===== src/rtl/modbus_bridge_pkg.sv =====
// Constants, register map and state encodings of the Modbus-RTU bridge.
// Assumes a single 25 MHz system clock shared by all users of the package.
`default_nettype none

package modbus_bridge_pkg;
	// ****************************************
	// Clock and timing
	// ****************************************
	localparam int CLK_HZ = 25_000_000;
	localparam int BAUD_DEF = 9600;
	localparam int BAUD_DIV_DEF = CLK_HZ / BAUD_DEF;
	localparam int RESP_MS_DEF = 500;
	localparam int RESP_CYC_DEF = (CLK_HZ / 1000) * RESP_MS_DEF;
	localparam int CHAR_BITS = 11;
	localparam int GAP_HALF_BITS = 77;
	localparam int BYTE_BITS = 8;

	// ****************************************
	// Register map (byte addresses)
	// ****************************************
	localparam logic [7:0] OFS_CTRL = 8'h00;
	localparam logic [7:0] OFS_BAUD = 8'h04;
	localparam logic [7:0] OFS_RESP = 8'h08;
	localparam logic [7:0] OFS_FBLEN = 8'h0c;
	localparam logic [7:0] OFS_STAT = 8'h10;

	localparam int CB_EN = 0;
	localparam int CB_SLAVE = 1;
	localparam int CB_MODE = 2;
	localparam int CB_TRIG = 4;
	localparam int CB_LEN = 5;
	localparam int CB_PAR = 6;
	localparam logic [7:0] CTRL_RST = 8'h00;

	localparam int SB_TMO = 0;
	localparam int SB_OVF = 1;
	localparam int SB_CRC = 2;
	localparam int SB_BUSY = 3;
	localparam int SB_ID = 8;

	localparam logic [1:0] DISP_CYCLIC = 2'h0;
	localparam logic [1:0] DISP_CHANGE = 2'h1;
	localparam logic [1:0] DISP_REQUEST = 2'h2;
	localparam logic [1:0] PAR_NONE = 2'h0;
	localparam logic [1:0] PAR_EVEN = 2'h1;

	// ****************************************
	// Modbus framing
	// ****************************************
	localparam logic [15:0] CRC_INIT = 16'hffff;
	localparam logic [15:0] CRC_POLY = 16'ha001;
	localparam logic [7:0] FN_RD_MAX = 8'h04;
	localparam logic [7:0] FN_WR_COILS = 8'h0f;
	localparam logic [7:0] FN_WR_REGS = 8'h10;
	localparam logic [7:0] REQ_FIXED_LEN = 8'h06;
	localparam logic [7:0] REQ_MULTI_HDR = 8'h07;
	localparam logic [7:0] RSP_RD_HDR = 8'h03;
	localparam logic [7:0] RSP_EXC_LEN = 8'h03;
	localparam logic [7:0] RSP_WR_LEN = 8'h06;
	localparam logic [7:0] REQ_BC_POS = 8'h06;
	localparam logic [7:0] CRC_BYTES = 8'h02;
	localparam logic [7:0] MIN_FRAME = 8'h04;

	typedef enum logic [2:0] {ST_IDLE, ST_TX, ST_WAIT, ST_RX, ST_FB_WAIT} fsm_e;
endpackage

`default_nettype wire


===== src/rtl/modbus_rtu_fieldbus_bridge.sv =====
// Modbus-RTU serial bridge between a fixed-length fieldbus image and a UART line.
// Assumes an APB master on the same clock, fieldbus ports on the same clock,
// and rxd and the station switch arriving asynchronously from pins.
`default_nettype none

// What this block does
// - Only binary RTU framing is handled; ASCII frames are never recognised.
// - As serial master, every request starts from fieldbus data.
// - Without length byte, request length follows from the function code.
// - Master appends the CRC to the request before sending.
// - Master hands the slave reply to the fieldbus without CRC.
// - Master flags timeout when no reply starts within response time.
// - Master flags overflow when a reply exceeds the fieldbus length.
// - Cyclic mode sends the next request right after each reply.
// - Change mode sends only on a fieldbus transfer request.
// - Request mode sends only when the first fieldbus byte changes.
// - Trigger byte toward fieldbus counts received records.
// - Length byte sets bytes sent and reports bytes received, CRC excluded.
// - Slave accepts an inquiry only when its address matches the switch.
// - Slave forwards inquiry without address and CRC, with trigger and length.
// - Slave adds own address and CRC to the answer and sends it.
// - Slave flags timeout when the fieldbus answer is late.
// - Slave flags overflow when a telegram exceeds the fieldbus length.
// - Indicator shows the station address of the last frame sent.
// - Baud rate and parity set by software; framing bits fixed.
module modbus_rtu_fieldbus_bridge #(
	parameter int BUF_BYTES = 32,
	parameter int RESP_DEF = modbus_bridge_pkg::RESP_CYC_DEF
) (
	input wire logic clock,
	input wire logic arst_n,
	input wire logic ce,
	input wire logic psel,
	input wire logic penable,
	input wire logic pwrite,
	input wire logic [7:0] paddr,
	input wire logic [31:0] pwdata,
	output logic [31:0] prdata,
	output logic pready,
	output logic pslverr,
	input wire logic rxd,
	output logic txd,
	input wire logic [7:0] station_sw,
	input wire logic fb_wr_en,
	input wire logic [7:0] fb_addr,
	input wire logic [7:0] fb_wr_data,
	input wire logic fb_req,
	output logic [7:0] fb_rd_data,
	output logic fb_update,
	output logic [7:0] led_id,
	output logic timeout_err,
	output logic rx_overflow
);
	// ****************************************
	// State
	// ****************************************
	typedef struct packed {
		logic [BUF_BYTES-1:0][7:0] obuf;
		logic [BUF_BYTES-1:0][7:0] ibuf;
		modbus_bridge_pkg::fsm_e st;
		logic [7:0] ctrl;
		logic [15:0] div;
		logic [31:0] resp;
		logic [7:0] fblen;
		logic tmo;
		logic ovf;
		logic crcerr;
		logic [7:0] last_trig;
		logic [7:0] id_s1;
		logic [7:0] id_s2;
		logic [7:0] led;
		logic rx_s1;
		logic rx_s2;
		logic [31:0] prdata;
		logic pready;
		logic pslverr;
		logic [7:0] fb_rd;
		logic fb_upd;
		logic req_seen;
		logic [15:0] crc;
		logic [7:0] cnt;
		logic [7:0] n;
		logic [7:0] j;
		logic [7:0] p0;
		logic [7:0] p1;
		logic accept;
		logic [31:0] tmr;
		logic [23:0] gap;
		logic gap_arm;
		logic tx_busy;
		logic [10:0] tx_sh;
		logic [3:0] tx_bits;
		logic [15:0] tx_tmr;
		logic txd;
		logic rx_busy;
		logic [10:0] rx_sh;
		logic [3:0] rx_bits;
		logic [15:0] rx_tmr;
	} state_s;

	localparam state_s ST_RST = '{
		st: modbus_bridge_pkg::ST_IDLE,
		ctrl: modbus_bridge_pkg::CTRL_RST,
		div: 16'(modbus_bridge_pkg::BAUD_DIV_DEF),
		resp: 32'(RESP_DEF),
		fblen: 8'(BUF_BYTES),
		txd: 1'b1,
		rx_s1: 1'b1,
		rx_s2: 1'b1,
		default: '0
	};

	state_s q;
	state_s d;
	logic rx_v;
	logic [7:0] rx_b;
	logic frame_end;

	function automatic logic [15:0] crc_step(input logic [15:0] c, input logic [7:0] b);
		logic [15:0] r;
		r = c ^ {8'h00, b};
		for (int i = 0; i < modbus_bridge_pkg::BYTE_BITS; i++) begin
			r = r[0] ? ((r >> 1) ^ modbus_bridge_pkg::CRC_POLY) : (r >> 1);
		end
		return r;
	endfunction

	// Frame length from address through last data byte
	function automatic logic [7:0] frame_len(input logic [7:0] fn, input logic [7:0] bc,
			input logic resp);
		logic [7:0] r;
		r = modbus_bridge_pkg::REQ_FIXED_LEN;
		if (resp) begin
			if (fn[7]) begin
				r = modbus_bridge_pkg::RSP_EXC_LEN;
			end else if (fn <= modbus_bridge_pkg::FN_RD_MAX) begin
				r = 8'(modbus_bridge_pkg::RSP_RD_HDR + bc);
			end else begin
				r = modbus_bridge_pkg::RSP_WR_LEN;
			end
		end else if (fn == modbus_bridge_pkg::FN_WR_COILS || fn == modbus_bridge_pkg::FN_WR_REGS) begin
			r = 8'(modbus_bridge_pkg::REQ_MULTI_HDR + bc);
		end
		return r;
	endfunction

	// ****************************************
	// Next state
	// ****************************************
	always_comb begin
		logic en;
		logic slave;
		logic trig_en;
		logic len_en;
		logic [1:0] mode;
		logic [1:0] par;
		logic [7:0] hdr;
		logic [7:0] lenpos;
		logic [7:0] n_lim;
		logic [7:0] k;
		logic [7:0] pos;
		logic [7:0] tx_byte;
		logic [10:0] sh_n;
		logic [23:0] gap_lim;
		logic go;
		logic start_rx;
		logic acc;
		en = 1'b0;
		slave = 1'b0;
		trig_en = 1'b0;
		len_en = 1'b0;
		mode = '0;
		par = '0;
		hdr = '0;
		lenpos = '0;
		n_lim = '0;
		k = '0;
		pos = '0;
		tx_byte = '0;
		sh_n = '0;
		gap_lim = '0;
		go = 1'b0;
		start_rx = 1'b0;
		acc = 1'b0;
		rx_v = 1'b0;
		rx_b = '0;
		frame_end = 1'b0;
		d = q;
		en = q.ctrl[modbus_bridge_pkg::CB_EN];
		slave = q.ctrl[modbus_bridge_pkg::CB_SLAVE];
		trig_en = q.ctrl[modbus_bridge_pkg::CB_TRIG];
		len_en = q.ctrl[modbus_bridge_pkg::CB_LEN];
		mode = q.ctrl[modbus_bridge_pkg::CB_MODE +: 2];
		par = q.ctrl[modbus_bridge_pkg::CB_PAR +: 2];
		hdr = 8'({7'h00, trig_en} + {7'h00, len_en});
		lenpos = {7'h00, trig_en};
		d.rx_s1 = rxd;
		d.rx_s2 = q.rx_s1;
		d.id_s1 = station_sw;
		d.id_s2 = q.id_s1;
		d.fb_upd = 1'b0;

		// ****************************************
		// APB slave, one wait state
		// ****************************************
		d.pready = 1'b0;
		d.pslverr = 1'b0;
		// Writes land at the edge where the master sees pready high
		if (psel && penable && pwrite && q.pready) begin
			unique case (paddr)
				modbus_bridge_pkg::OFS_CTRL: d.ctrl = pwdata[7:0];
				modbus_bridge_pkg::OFS_BAUD: d.div = pwdata[15:0];
				modbus_bridge_pkg::OFS_RESP: d.resp = pwdata;
				modbus_bridge_pkg::OFS_FBLEN: begin
					d.fblen = (pwdata > 32'(BUF_BYTES)) ? 8'(BUF_BYTES) : pwdata[7:0];
				end
				modbus_bridge_pkg::OFS_STAT: begin
					d.tmo = q.tmo & ~pwdata[modbus_bridge_pkg::SB_TMO];
					d.ovf = q.ovf & ~pwdata[modbus_bridge_pkg::SB_OVF];
					d.crcerr = q.crcerr & ~pwdata[modbus_bridge_pkg::SB_CRC];
				end
				default: ;
			endcase
		end
		if (psel && penable && !q.pready) begin
			d.pready = 1'b1;
			d.prdata = '0;
			unique case (paddr)
				modbus_bridge_pkg::OFS_CTRL: d.prdata = {24'h00_0000, q.ctrl};
				modbus_bridge_pkg::OFS_BAUD: d.prdata = {16'h0000, q.div};
				modbus_bridge_pkg::OFS_RESP: d.prdata = q.resp;
				modbus_bridge_pkg::OFS_FBLEN: d.prdata = {24'h00_0000, q.fblen};
				modbus_bridge_pkg::OFS_STAT: begin
					d.prdata[modbus_bridge_pkg::SB_TMO] = q.tmo;
					d.prdata[modbus_bridge_pkg::SB_OVF] = q.ovf;
					d.prdata[modbus_bridge_pkg::SB_CRC] = q.crcerr;
					d.prdata[modbus_bridge_pkg::SB_BUSY] = (q.st != modbus_bridge_pkg::ST_IDLE);
					d.prdata[modbus_bridge_pkg::SB_ID +: 8] = q.led;
				end
				default: d.pslverr = 1'b1;
			endcase
		end

		// ****************************************
		// Fieldbus image ports
		// ****************************************
		if (fb_wr_en && fb_addr < 8'(BUF_BYTES)) d.obuf[fb_addr] = fb_wr_data;
		d.fb_rd = (fb_addr < 8'(BUF_BYTES)) ? q.ibuf[fb_addr] : '0;
		if (fb_req) d.req_seen = 1'b1;

		// ****************************************
		// UART transmit, 11 bit times per character
		// ****************************************
		if (q.tx_busy) begin
			if (q.tx_tmr == '0) begin
				sh_n = {1'b1, q.tx_sh[10:1]};
				d.tx_sh = sh_n;
				d.txd = (q.tx_bits == '0) ? 1'b1 : sh_n[0];
				d.tx_busy = (q.tx_bits != '0);
				d.tx_bits = q.tx_bits - 4'h1;
				d.tx_tmr = q.div - 16'h0001;
			end else begin
				d.tx_tmr = q.tx_tmr - 16'h0001;
			end
		end

		// ****************************************
		// UART receive, mid-bit sampling; parity not checked
		// ****************************************
		if (!q.rx_busy) begin
			if (!q.rx_s2) begin
				d.rx_busy = 1'b1;
				d.rx_tmr = q.div >> 1;
				d.rx_bits = '0;
			end
		end else if (q.rx_tmr == '0) begin
			sh_n = {q.rx_s2, q.rx_sh[10:1]};
			d.rx_sh = sh_n;
			d.rx_tmr = q.div - 16'h0001;
			d.rx_bits = q.rx_bits + 4'h1;
			if (q.rx_bits == '0 && q.rx_s2) begin
				d.rx_busy = 1'b0;
			end else if (q.rx_bits == ((par == modbus_bridge_pkg::PAR_NONE) ?
					4'(modbus_bridge_pkg::CHAR_BITS - 2) : 4'(modbus_bridge_pkg::CHAR_BITS - 1))) begin
				d.rx_busy = 1'b0;
				rx_v = 1'b1;
				rx_b = (par == modbus_bridge_pkg::PAR_NONE) ? sh_n[9:2] : sh_n[8:1];
			end
		end else begin
			d.rx_tmr = q.rx_tmr - 16'h0001;
		end

		// Idle gap ends a frame; no character value delimits it
		gap_lim = 24'(({8'h00, q.div} * 24'(modbus_bridge_pkg::GAP_HALF_BITS)) >> 1);
		if (rx_v || q.rx_busy) begin
			d.gap = '0;
			d.gap_arm = q.gap_arm | rx_v;
		end else if (q.gap_arm) begin
			d.gap = q.gap + 24'h00_0001;
			if (q.gap >= gap_lim) begin
				frame_end = 1'b1;
				d.gap_arm = 1'b0;
			end
		end

		// ****************************************
		// Bridge sequencing
		// ****************************************
		unique case (q.st)
			modbus_bridge_pkg::ST_IDLE: begin
				if (slave) begin
					if (en && rx_v) begin
						start_rx = 1'b1;
						acc = (rx_b == q.id_s2);
					end
				end else begin
					unique case (mode)
						modbus_bridge_pkg::DISP_CYCLIC: go = 1'b1;
						modbus_bridge_pkg::DISP_CHANGE: go = q.req_seen;
						default: go = (q.obuf[0] != q.last_trig);
					endcase
					if (en && go) begin
						n_lim = q.fblen - hdr;
						d.n = len_en ? q.obuf[lenpos] : frame_len(q.obuf[hdr + 8'h01],
							q.obuf[hdr + modbus_bridge_pkg::REQ_BC_POS], 1'b0);
						if (d.n > n_lim) d.n = n_lim;
						d.j = '0;
						d.crc = modbus_bridge_pkg::CRC_INIT;
						d.req_seen = 1'b0;
						d.last_trig = q.obuf[0];
						d.led = q.obuf[hdr];
						d.st = modbus_bridge_pkg::ST_TX;
					end
				end
			end
			modbus_bridge_pkg::ST_TX: begin
				if (!q.tx_busy) begin
					if (q.j < q.n + modbus_bridge_pkg::CRC_BYTES) begin
						if (q.j < q.n) begin
							tx_byte = !slave ? q.obuf[hdr + q.j] :
								(q.j == '0) ? q.id_s2 : q.obuf[hdr + q.j - 8'h01];
							d.crc = crc_step(q.crc, tx_byte);
						end else begin
							tx_byte = (q.j == q.n) ? q.crc[7:0] : q.crc[15:8];
						end
						d.tx_sh = {1'b1, (par == modbus_bridge_pkg::PAR_NONE) ? 1'b1 :
							(par == modbus_bridge_pkg::PAR_EVEN) ? ^tx_byte : ~^tx_byte,
							tx_byte, 1'b0};
						d.txd = 1'b0;
						d.tx_busy = 1'b1;
						d.tx_bits = 4'(modbus_bridge_pkg::CHAR_BITS - 1);
						d.tx_tmr = q.div - 16'h0001;
						d.j = q.j + 8'h01;
					end else begin
						d.tmr = '0;
						d.st = slave ? modbus_bridge_pkg::ST_IDLE : modbus_bridge_pkg::ST_WAIT;
					end
				end
			end
			modbus_bridge_pkg::ST_WAIT: begin
				d.tmr = q.tmr + 32'h0000_0001;
				if (rx_v) begin
					start_rx = 1'b1;
					acc = 1'b1;
				end else if (q.tmr >= q.resp) begin
					d.tmo = 1'b1;
					d.st = modbus_bridge_pkg::ST_IDLE;
				end
			end
			modbus_bridge_pkg::ST_RX: begin
				if (rx_v) begin
					d.crc = crc_step(q.crc, rx_b);
					d.p0 = rx_b;
					d.p1 = q.p0;
					if (q.cnt != 8'hff) d.cnt = q.cnt + 8'h01;
					// Two-byte lag keeps the CRC out of the image
					if (q.accept && q.cnt >= modbus_bridge_pkg::CRC_BYTES) begin
						k = q.cnt - modbus_bridge_pkg::CRC_BYTES;
						pos = hdr + k - {7'h00, slave};
						if (!(slave && k == '0)) begin
							if (pos < q.fblen) d.ibuf[pos] = q.p1;
							else d.ovf = 1'b1;
						end
					end
				end else if (frame_end) begin
					d.st = modbus_bridge_pkg::ST_IDLE;
					if (q.accept && q.crc == '0 && q.cnt >= modbus_bridge_pkg::MIN_FRAME) begin
						if (len_en) d.ibuf[lenpos] = q.cnt - modbus_bridge_pkg::CRC_BYTES -
							{7'h00, slave};
						if (trig_en) d.ibuf[0] = q.ibuf[0] + 8'h01;
						d.fb_upd = 1'b1;
						d.tmr = '0;
						// A master keeps a trigger or request that came during the reply
						if (slave) begin
							d.req_seen = 1'b0;
							d.last_trig = q.obuf[0];
							d.st = modbus_bridge_pkg::ST_FB_WAIT;
						end
					end else if (q.accept) begin
						d.crcerr = 1'b1;
					end
				end
			end
			modbus_bridge_pkg::ST_FB_WAIT: begin
				d.tmr = q.tmr + 32'h0000_0001;
				if (q.req_seen || (trig_en && q.obuf[0] != q.last_trig)) begin
					n_lim = q.fblen - hdr + 8'h01;
					d.n = len_en ? q.obuf[lenpos] + 8'h01 :
						frame_len(q.obuf[hdr], q.obuf[hdr + 8'h01], 1'b1);
					if (d.n > n_lim) d.n = n_lim;
					d.j = '0;
					d.crc = modbus_bridge_pkg::CRC_INIT;
					d.req_seen = 1'b0;
					d.last_trig = q.obuf[0];
					d.led = q.id_s2;
					d.st = modbus_bridge_pkg::ST_TX;
				end else if (q.tmr >= q.resp) begin
					d.tmo = 1'b1;
					d.st = modbus_bridge_pkg::ST_IDLE;
				end
			end
		endcase

		if (start_rx) begin
			d.st = modbus_bridge_pkg::ST_RX;
			d.cnt = 8'h01;
			d.crc = crc_step(modbus_bridge_pkg::CRC_INIT, rx_b);
			d.p0 = rx_b;
			d.accept = acc;
			if (acc) begin
				for (int i = 0; i < BUF_BYTES; i++) begin
					if (!(trig_en && i == 0)) d.ibuf[i] = '0;
				end
			end
		end
		if (!en) d.st = modbus_bridge_pkg::ST_IDLE;
	end

	always_ff @(posedge clock or negedge arst_n) begin
		if (!arst_n) begin
			q <= ST_RST;
		end else if (ce) begin
			q <= d;
		end
	end

	assign prdata = q.prdata;
	assign pready = q.pready;
	assign pslverr = q.pslverr;
	assign txd = q.txd;
	assign fb_rd_data = q.fb_rd;
	assign fb_update = q.fb_upd;
	assign led_id = q.led;
	assign timeout_err = q.tmo;
	assign rx_overflow = q.ovf;
endmodule

`default_nettype wire


===== config.mk =====
export PLATFORM = sky130hd
export DESIGN_NAME = modbus_rtu_fieldbus_bridge
export DESIGN_NICKNAME = d
export VERILOG_FILES = /design/src/rtl/modbus_bridge_pkg.sv /design/src/rtl/modbus_rtu_fieldbus_bridge.sv
export SDC_FILE = /design/constraint.sdc
export NUM_CORES = 2
export LEC_CHECK = 0
export BUFFER_PORTS_ARGS = -buffer_cell sky130_fd_sc_hd__buf_2
export CAP_MARGIN = 20
export CELL_PAD_IN_SITES_DETAIL_PLACEMENT = 1
export CELL_PAD_IN_SITES_GLOBAL_PLACEMENT = 1
export CORE_MARGIN = 1
export CORE_UTILIZATION = 47
export CTS_CLUSTER_SIZE = 30
export DETAILED_ROUTE_END_ITERATION = 8
export GPL_ROUTABILITY_DRIVEN = 1
export PLACE_DENSITY_LB_ADDON = 0.3
export SKIP_CTS_REPAIR_TIMING = 1
export SLEW_MARGIN = 20
export SYNTH_ARGS = -nofsm -noshare
export SYNTH_HDL_FRONTEND = slang
export SYNTH_SLANG_ARGS = --single-unit

===== constraint.sdc =====
create_clock -name clock -period 6.8 [get_ports clock]
set_input_delay 2.04 -clock clock [delete_from_list [all_inputs] [get_ports clock]]
set_output_delay 2.04 -clock clock [all_outputs]
set_load 0.05 [all_outputs]

After elaboration in Yosys (flattened, before gate mapping) --
Index checks and enable logic that the tools add are counted.
Operators by class: add/sub/neg operators 25, reductions and logical operators 66, mux-type cells 201, eq/ne operators 43, $mul 1, bitwise operators 34, order comparisons 23
Operators with widths (number):
- 256-bit 2-to-1 mux | 7
- 259-bit 2-to-1 mux | 3
- 256-bit bitwise mux | 3
- 16-bit 2-to-1 mux | 37
- 8-bit 2-to-1 mux | 52
- 8-bit binary-select mux with 5-bit select | 6
- 32-bit 2-to-1 mux | 5
- 33-bit 2-to-1 mux | 4
- 32-bit case mux with 3 select lines | 1
- 8-bit demux with 5-bit select | 2
- 2-bit inverter with 3-bit output | 24
- 8-bit case mux with 3 select lines | 3
- 16-bit case mux with 4 select lines | 1
- 17-bit 2-to-1 mux | 3
- 25-bit 2-to-1 mux | 2
- 16-bit zero test | 3
- 24-bit 2-to-1 mux | 2
- 16-bit by 1-bit subtractor with 16-bit output, second input constant | 3
- 8-bit by 1-bit adder with 8-bit output, second input constant | 5
- 8-bit by 6-bit less-than comparator with 1-bit output, second input constant | 5
- 20-bit 2-to-1 mux | 2
- 1-bit 2-to-1 mux | 36
- 3-bit 2-to-1 mux | 12
- 32-bit by 1-bit adder with 32-bit output, second input constant | 1
- other kinds (80) | 171
Word-level totals: flip-flop bits (word level) 839, bits of input ports 73, logic and storage cells 496, output and inout bits 54

Longest topological paths before layout --
depth in word-level cells 29, gate-level depth with buffers 32

Least setup slack after synthesis --
OpenSTA, ideal clock, no wires.
path type flip-flop to flip-flop, start register q[320] (netlist name), end register q[582] (netlist name), clock period less this slack 6.720 ns, path slack 0.080 ns, buffers on the path 4, library setup time 0.121 ns, cell stages (with the launch flop) 26, arrival 6.599 ns, cells stage by stage dfrtp_1 -> clkbuf_1 -> clkbuf_1 -> clkinv_1 -> ha_1 -> clkbuf_1 -> clkbuf_1 -> inv_1 -> ha_1 -> inv_1 -> ha_1 -> fa_1 -> xnor2_1 -> inv_1 -> ha_1 -> a21o_1 -> a21o_1 -> a21o_1 -> a21o_1 -> a21o_1 -> a2111o_1 -> nor3_2 -> nand3_1 -> nor2_1 -> o21ai_1 -> a22o_1
Between the ends: word-level cells in the longest chain between the ends 15
RTL lines:
- start: declaration | line modbus_rtu_fieldbus_bridge.sv:113 | state_s q;
- start signal: assignment | line modbus_rtu_fieldbus_bridge.sv:441 | q <= ST_RST;
- start signal: assignment | line modbus_rtu_fieldbus_bridge.sv:443 | q <= d;
- 1-bit by 1-bit adder with 2-bit output * | line modbus_rtu_fieldbus_bridge.sv:195 | hdr = 8'({7'h00, trig_en} + {7'h00, len_en});
- 2-bit by 8-bit adder with 8-bit output * | line modbus_rtu_fieldbus_bridge.sv:379 | pos = hdr + k - {7'h00, slave};
- 8-bit by 1-bit subtractor with 8-bit output * | line modbus_rtu_fieldbus_bridge.sv:379
- 8-bit by 1-bit greater-or-equal comparator with 1-bit output (not written as such) / 8-bit by 6-bit less-than comparator with 1-bit output (equally long branches) | line modbus_rtu_fieldbus_bridge.sv:381 | if (pos < q.fblen) d.ibuf[pos] = q.p1;
- 1-bit logical AND (not written as such) | line modbus_rtu_fieldbus_bridge.sv:381
- 8-bit 2-to-1 mux (not written as such) | line modbus_rtu_fieldbus_bridge.sv:381
- 8-bit demux with 5-bit select | line modbus_rtu_fieldbus_bridge.sv:381
- 256-bit bitwise mux | line modbus_rtu_fieldbus_bridge.sv:381
- 256-bit 2-to-1 mux * | line modbus_rtu_fieldbus_bridge.sv:381
- 256-bit 2-to-1 mux * | line modbus_rtu_fieldbus_bridge.sv:380 | if (!(slave && k == '0)) begin
- 256-bit 2-to-1 mux * | line modbus_rtu_fieldbus_bridge.sv:377 | if (q.accept && q.cnt >= modbus_bridge_pkg::CRC_BYTES) begin
- 256-bit 2-to-1 mux * | line modbus_rtu_fieldbus_bridge.sv:371 | if (rx_v) begin
- 256-bit 2-to-1 mux * | line modbus_rtu_fieldbus_bridge.sv:309 | unique case (q.st)
- 256-bit 2-to-1 mux | line modbus_rtu_fieldbus_bridge.sv:430 | if (acc) begin
- 259-bit 2-to-1 mux * | line modbus_rtu_fieldbus_bridge.sv:424 | if (start_rx) begin
Every way passes the cells marked *; elsewhere a longest branch is shown, timed or not. A chain may end at the register's enable or synchronous reset.

Worst setup path in the final report --
start register q[305] (netlist name), end register q[335] (netlist name)
Between the ends: word-level cells in the longest chain between the ends 10
RTL lines:
- 16-bit by 7-bit multiplier with 23-bit output * | line modbus_rtu_fieldbus_bridge.sv:294 | gap_lim = 24'(({8'h00, q.div} * 24'(modbus_bridge_pkg::GAP_HALF_BITS)) >> 1);
- 24-bit by 22-bit greater-or-equal comparator with 1-bit output * | line modbus_rtu_fieldbus_bridge.sv:300 | if (q.gap >= gap_lim) begin
- 1-bit 2-to-1 mux * | line modbus_rtu_fieldbus_bridge.sv:300
- 1-bit 2-to-1 mux * | line modbus_rtu_fieldbus_bridge.sv:298 | end else if (q.gap_arm) begin
- 1-bit 2-to-1 mux * | line modbus_rtu_fieldbus_bridge.sv:295 | if (rx_v || q.rx_busy) begin
- 259-bit 2-to-1 mux * | line modbus_rtu_fieldbus_bridge.sv:385 | end else if (frame_end) begin
- 256-bit 2-to-1 mux * | line modbus_rtu_fieldbus_bridge.sv:371
- 256-bit 2-to-1 mux * | line modbus_rtu_fieldbus_bridge.sv:309
- 256-bit 2-to-1 mux | line modbus_rtu_fieldbus_bridge.sv:430
- 259-bit 2-to-1 mux * | line modbus_rtu_fieldbus_bridge.sv:424
Every way passes the cells marked *; elsewhere a longest branch is shown, timed or not. The select of a mux whose other input is x is not followed.

==> results.yml <==
logic_synthesis:
  ys_seq_area_share_pct: 41.25
  yosysTopAreaCell: "dfrtp_1"
  yosysMostFrequentCell: "dfrtp_1"
  ys_types: 104
  synthArstFlopShare_pct: 100.0
  syn_area_per_cell_um2: 10.97
  synth.net_count: 4940
  synth-edff-count: 0
  synthXorXnorAreaFrac_pct: 3.380
  synthTopCellsByCount: "dfrtp_1 (815), mux2_2 (373), nand2_1 (365)"
  synth_area_um2: 50780
  synth-simple-area-share_pct: 10.02
  synth_ff_type: "dfrtp_1"
  synth_seq_cells: 836
  synthAdderAreaFrac_pct: 6.263
  synth_top_family_by_area: "multiplexers"
  netlist_instances: 4629
  yosysWarnings: 0
  synth-compound-area-share_pct: 14.85
  synth.top_cell.area_share_pct: 40.16
  synthTopCellsByArea: "dfrtp_1 (40%), mux4_2 (9.4%), mux2_2 (8.3%)"
  yosys-mux-area-fraction_pct: 19.78
drt:
  viasPerCell: 6.543
  firstDrtPassIters: 6
  drc: 0
  drtIter0Drc: 3283
  postRouteAntennaNets: 0
  finalWirelength_um: 170700
  detailroute.via_count: 40270
  wl_per_cell_um: 27.74
critical_path:
  cp_max_fo: 5
  critPathKind: "reg -> reg"
  crit_slowest_cell: "dfstp_2"
  arrival_ns: 7.07
  critPathLaunchType: "register"
  slowest_delay_ns: 0.53
  rrSetupSlack_ns: 0.35
  crit_path_end_kind: "register"
  worstPathRequired_ns: 7.42
floorplan:
  dieArea_um2: 109400
  die_w_um: 330.7
  die_y_um: 330.7
  ios: 127
  floorplan.initialDensity_pct: 47.44
  core_area_um2: 107100
  std_cell_rows: 120
timing:
  clock_skew_ns: 0.04398
  finalCritPeriodShare_pct: 94.82
  setup_slack_ns: 0.3524
  drv_slew: 0
  worstMarginPinSlew_ns: 1.197
  max_slew_margin_pct: 19.88
  min_period_ns: 6.448
  fmax_mhz: 155.1
  setup_tns_ns: 0
  hold_violations: 0
  setup_viol: 0
global_routing:
  grt_use_total_pct: 31.41
  grt_overflow: 0
  grt_pass1_wl_um: 263900
  antenna_found_initial: 7
  first_global_vias: 42030
  grt_max_degree: 145
power_and_ir_drop:
  p_per_area_nw_per_um2: 221.0
  p_leak_uw: 0.02586
  vdd_drop_max_mv: 0.2018
finish:
  drive_above_1_share_pct: 22.86
  seq_area_um2: 20950
  fillCellCount: 11240
  areaGrowthSynthToFinish_pct: 10.93
  fin_nets: 4984
  multiInputGateArea_um2: 27720
clocking:
  htreeDepth: 3
  root_buffer: "clkbuf_16"
  cts.clk_slew.worst_paths_ns: 0.07
  cts.sinks: 836
  cts_tree: "yes"
  clk_latency_ns: 0.71
  cts-root-to-sink-buffers: 3
  numCtsBuffers: 95
placement:
  place.gp.congestion: 0.9010
  dp_slack_ns: 0.1614
  port_buffers: 126
  hpwl_um: 118500
min_path:
  hp-class: "reg -> reg"
flow_run:
  drv_cap: 0
outcome:
  outcome: "finished, final reports clean"
worst max-delay path: cells and delay by family, from the launching register on:
kind | cells | cell delay (ns)
simple gates | 3 | 0.89
flops | 1 | 0.53
buf+inv | 5 | 0.58
compound gates | 13 | 2.05
fa+ha+maj | 6 | 2.18
xor+xnor | 1 | 0.15
per-stage QoR:
| step | area, um^2 | utilization, % | hold slack [ns] | cells | power [uW] |
|---|---|---|---|---|---|
| 2_1_floorplan | 50780 | - | 0.4348 | 4629 | 6362 |
| 3_3_place_gp | 52860 | 49.38 | 0.4529 | 5974 | 6872 |
| 3_5_place_dp | 52870 | 49.39 | 0.4566 | 5975 | 6926 |
| 4_1_cts | 56240 | 52.54 | 0.4698 | 6149 | 12510 |
| 5_1_grt | 56330 | 52.62 | 0.4982 | 6154 | 12840 |
| 6_report | 56330 | 52.62 | 0.4710 | 6154 | 12450 |
kinds of logic (layout without fill, tap and decap cells):
family / Yosys count / count (layout)
xor+xnor: 186 / 186
compound gates: 1087 / 1087
fa+ha+maj: 238 / 238
mux: 687 / 687
simple gates: 1076 / 1076
other cells: 0 / 1
flops: 836 / 836
buf+inv: 519 / 640
registers in the layout (all words and copies together) (netlist names):
signal,count
pready,1
fb_rd_data,8
q,773
pslverr,1
d,9
txd,1
led_id,8
fb_update,1
timeout_err,1
prdata,32
rx_overflow,1
area by class of cell:
class / count / share of cell area [%]
clock inverters: 31 / 0.9795
repair buffers: 258 / 3.114
well taps: 1403 / 3.116
clock buffers: 143 / 5.004
flip-flops and latches: 836 / 37.18
diodes: 1 / 0.004442
inverters: 208 / 1.390
multi-input cells: 3274 / 49.21
final timing paths:
kind                        start          to  cells past startpoint
max in group asynchronous  arst_n      q[753]                      2
setup / recovery           q[305]      q[335]                     28
min in group asynchronous  arst_n  prdata[26]                      1
setup reg to reg           q[305]      q[335]                     28
hold reg to reg            q[137]      q[137]                      2
hold / removal             q[137]      q[137]                      2
layer usage:
layer  vias up  track usage (%)  wire length (um)  share of wire (%)
li1      17260                -                 -                  -
met1     21110            42.88             72730                 43
met2      1537            50.15             80090                 47
met3       359            5.378             11380                6.7
met4        10            11.85              6440                3.8
met5         -                0                52              0.030
where the power goes:
part | leakage (uW) | switching, uW | internal (uW)
logic | 0.0129 | 948 | 606
registers | 0.0113 | 204 | 5120
clock network | 0.00164 | 2270 | 3300
cells in the final DEF, fill, tap and decap left out, types with 28 or more instances in the layout:
cell       netlist  final
xnor2_1        104    103
inv_1          203    203
and2_1          28     28
dfrtp_1        815    815
buf_2           27    124
nand2b_1        34     34
nand3_1         94     92
a31oi_1         37     36
nor4_1          37     35
mux2i_1         99     99
nand2_1        365    364
xor2_1          74     73
a22oi_1         48     48
and3_1          39     39
clkbuf_16        0     96
nand4_1         46     46
o21ai_1         37     47
o22ai_1         29     29
nor3_1          67     65
mux2_2         373    373
nor2_1         259    255
o21ai_0        257    246
a22o_1         260    260
ha_1           211    207
a21o_1          48     48
mux4_2         212    212
buf_4           61    122
a21oi_1        151    149
Note: power is estimated with default switching activity, not from simulation.
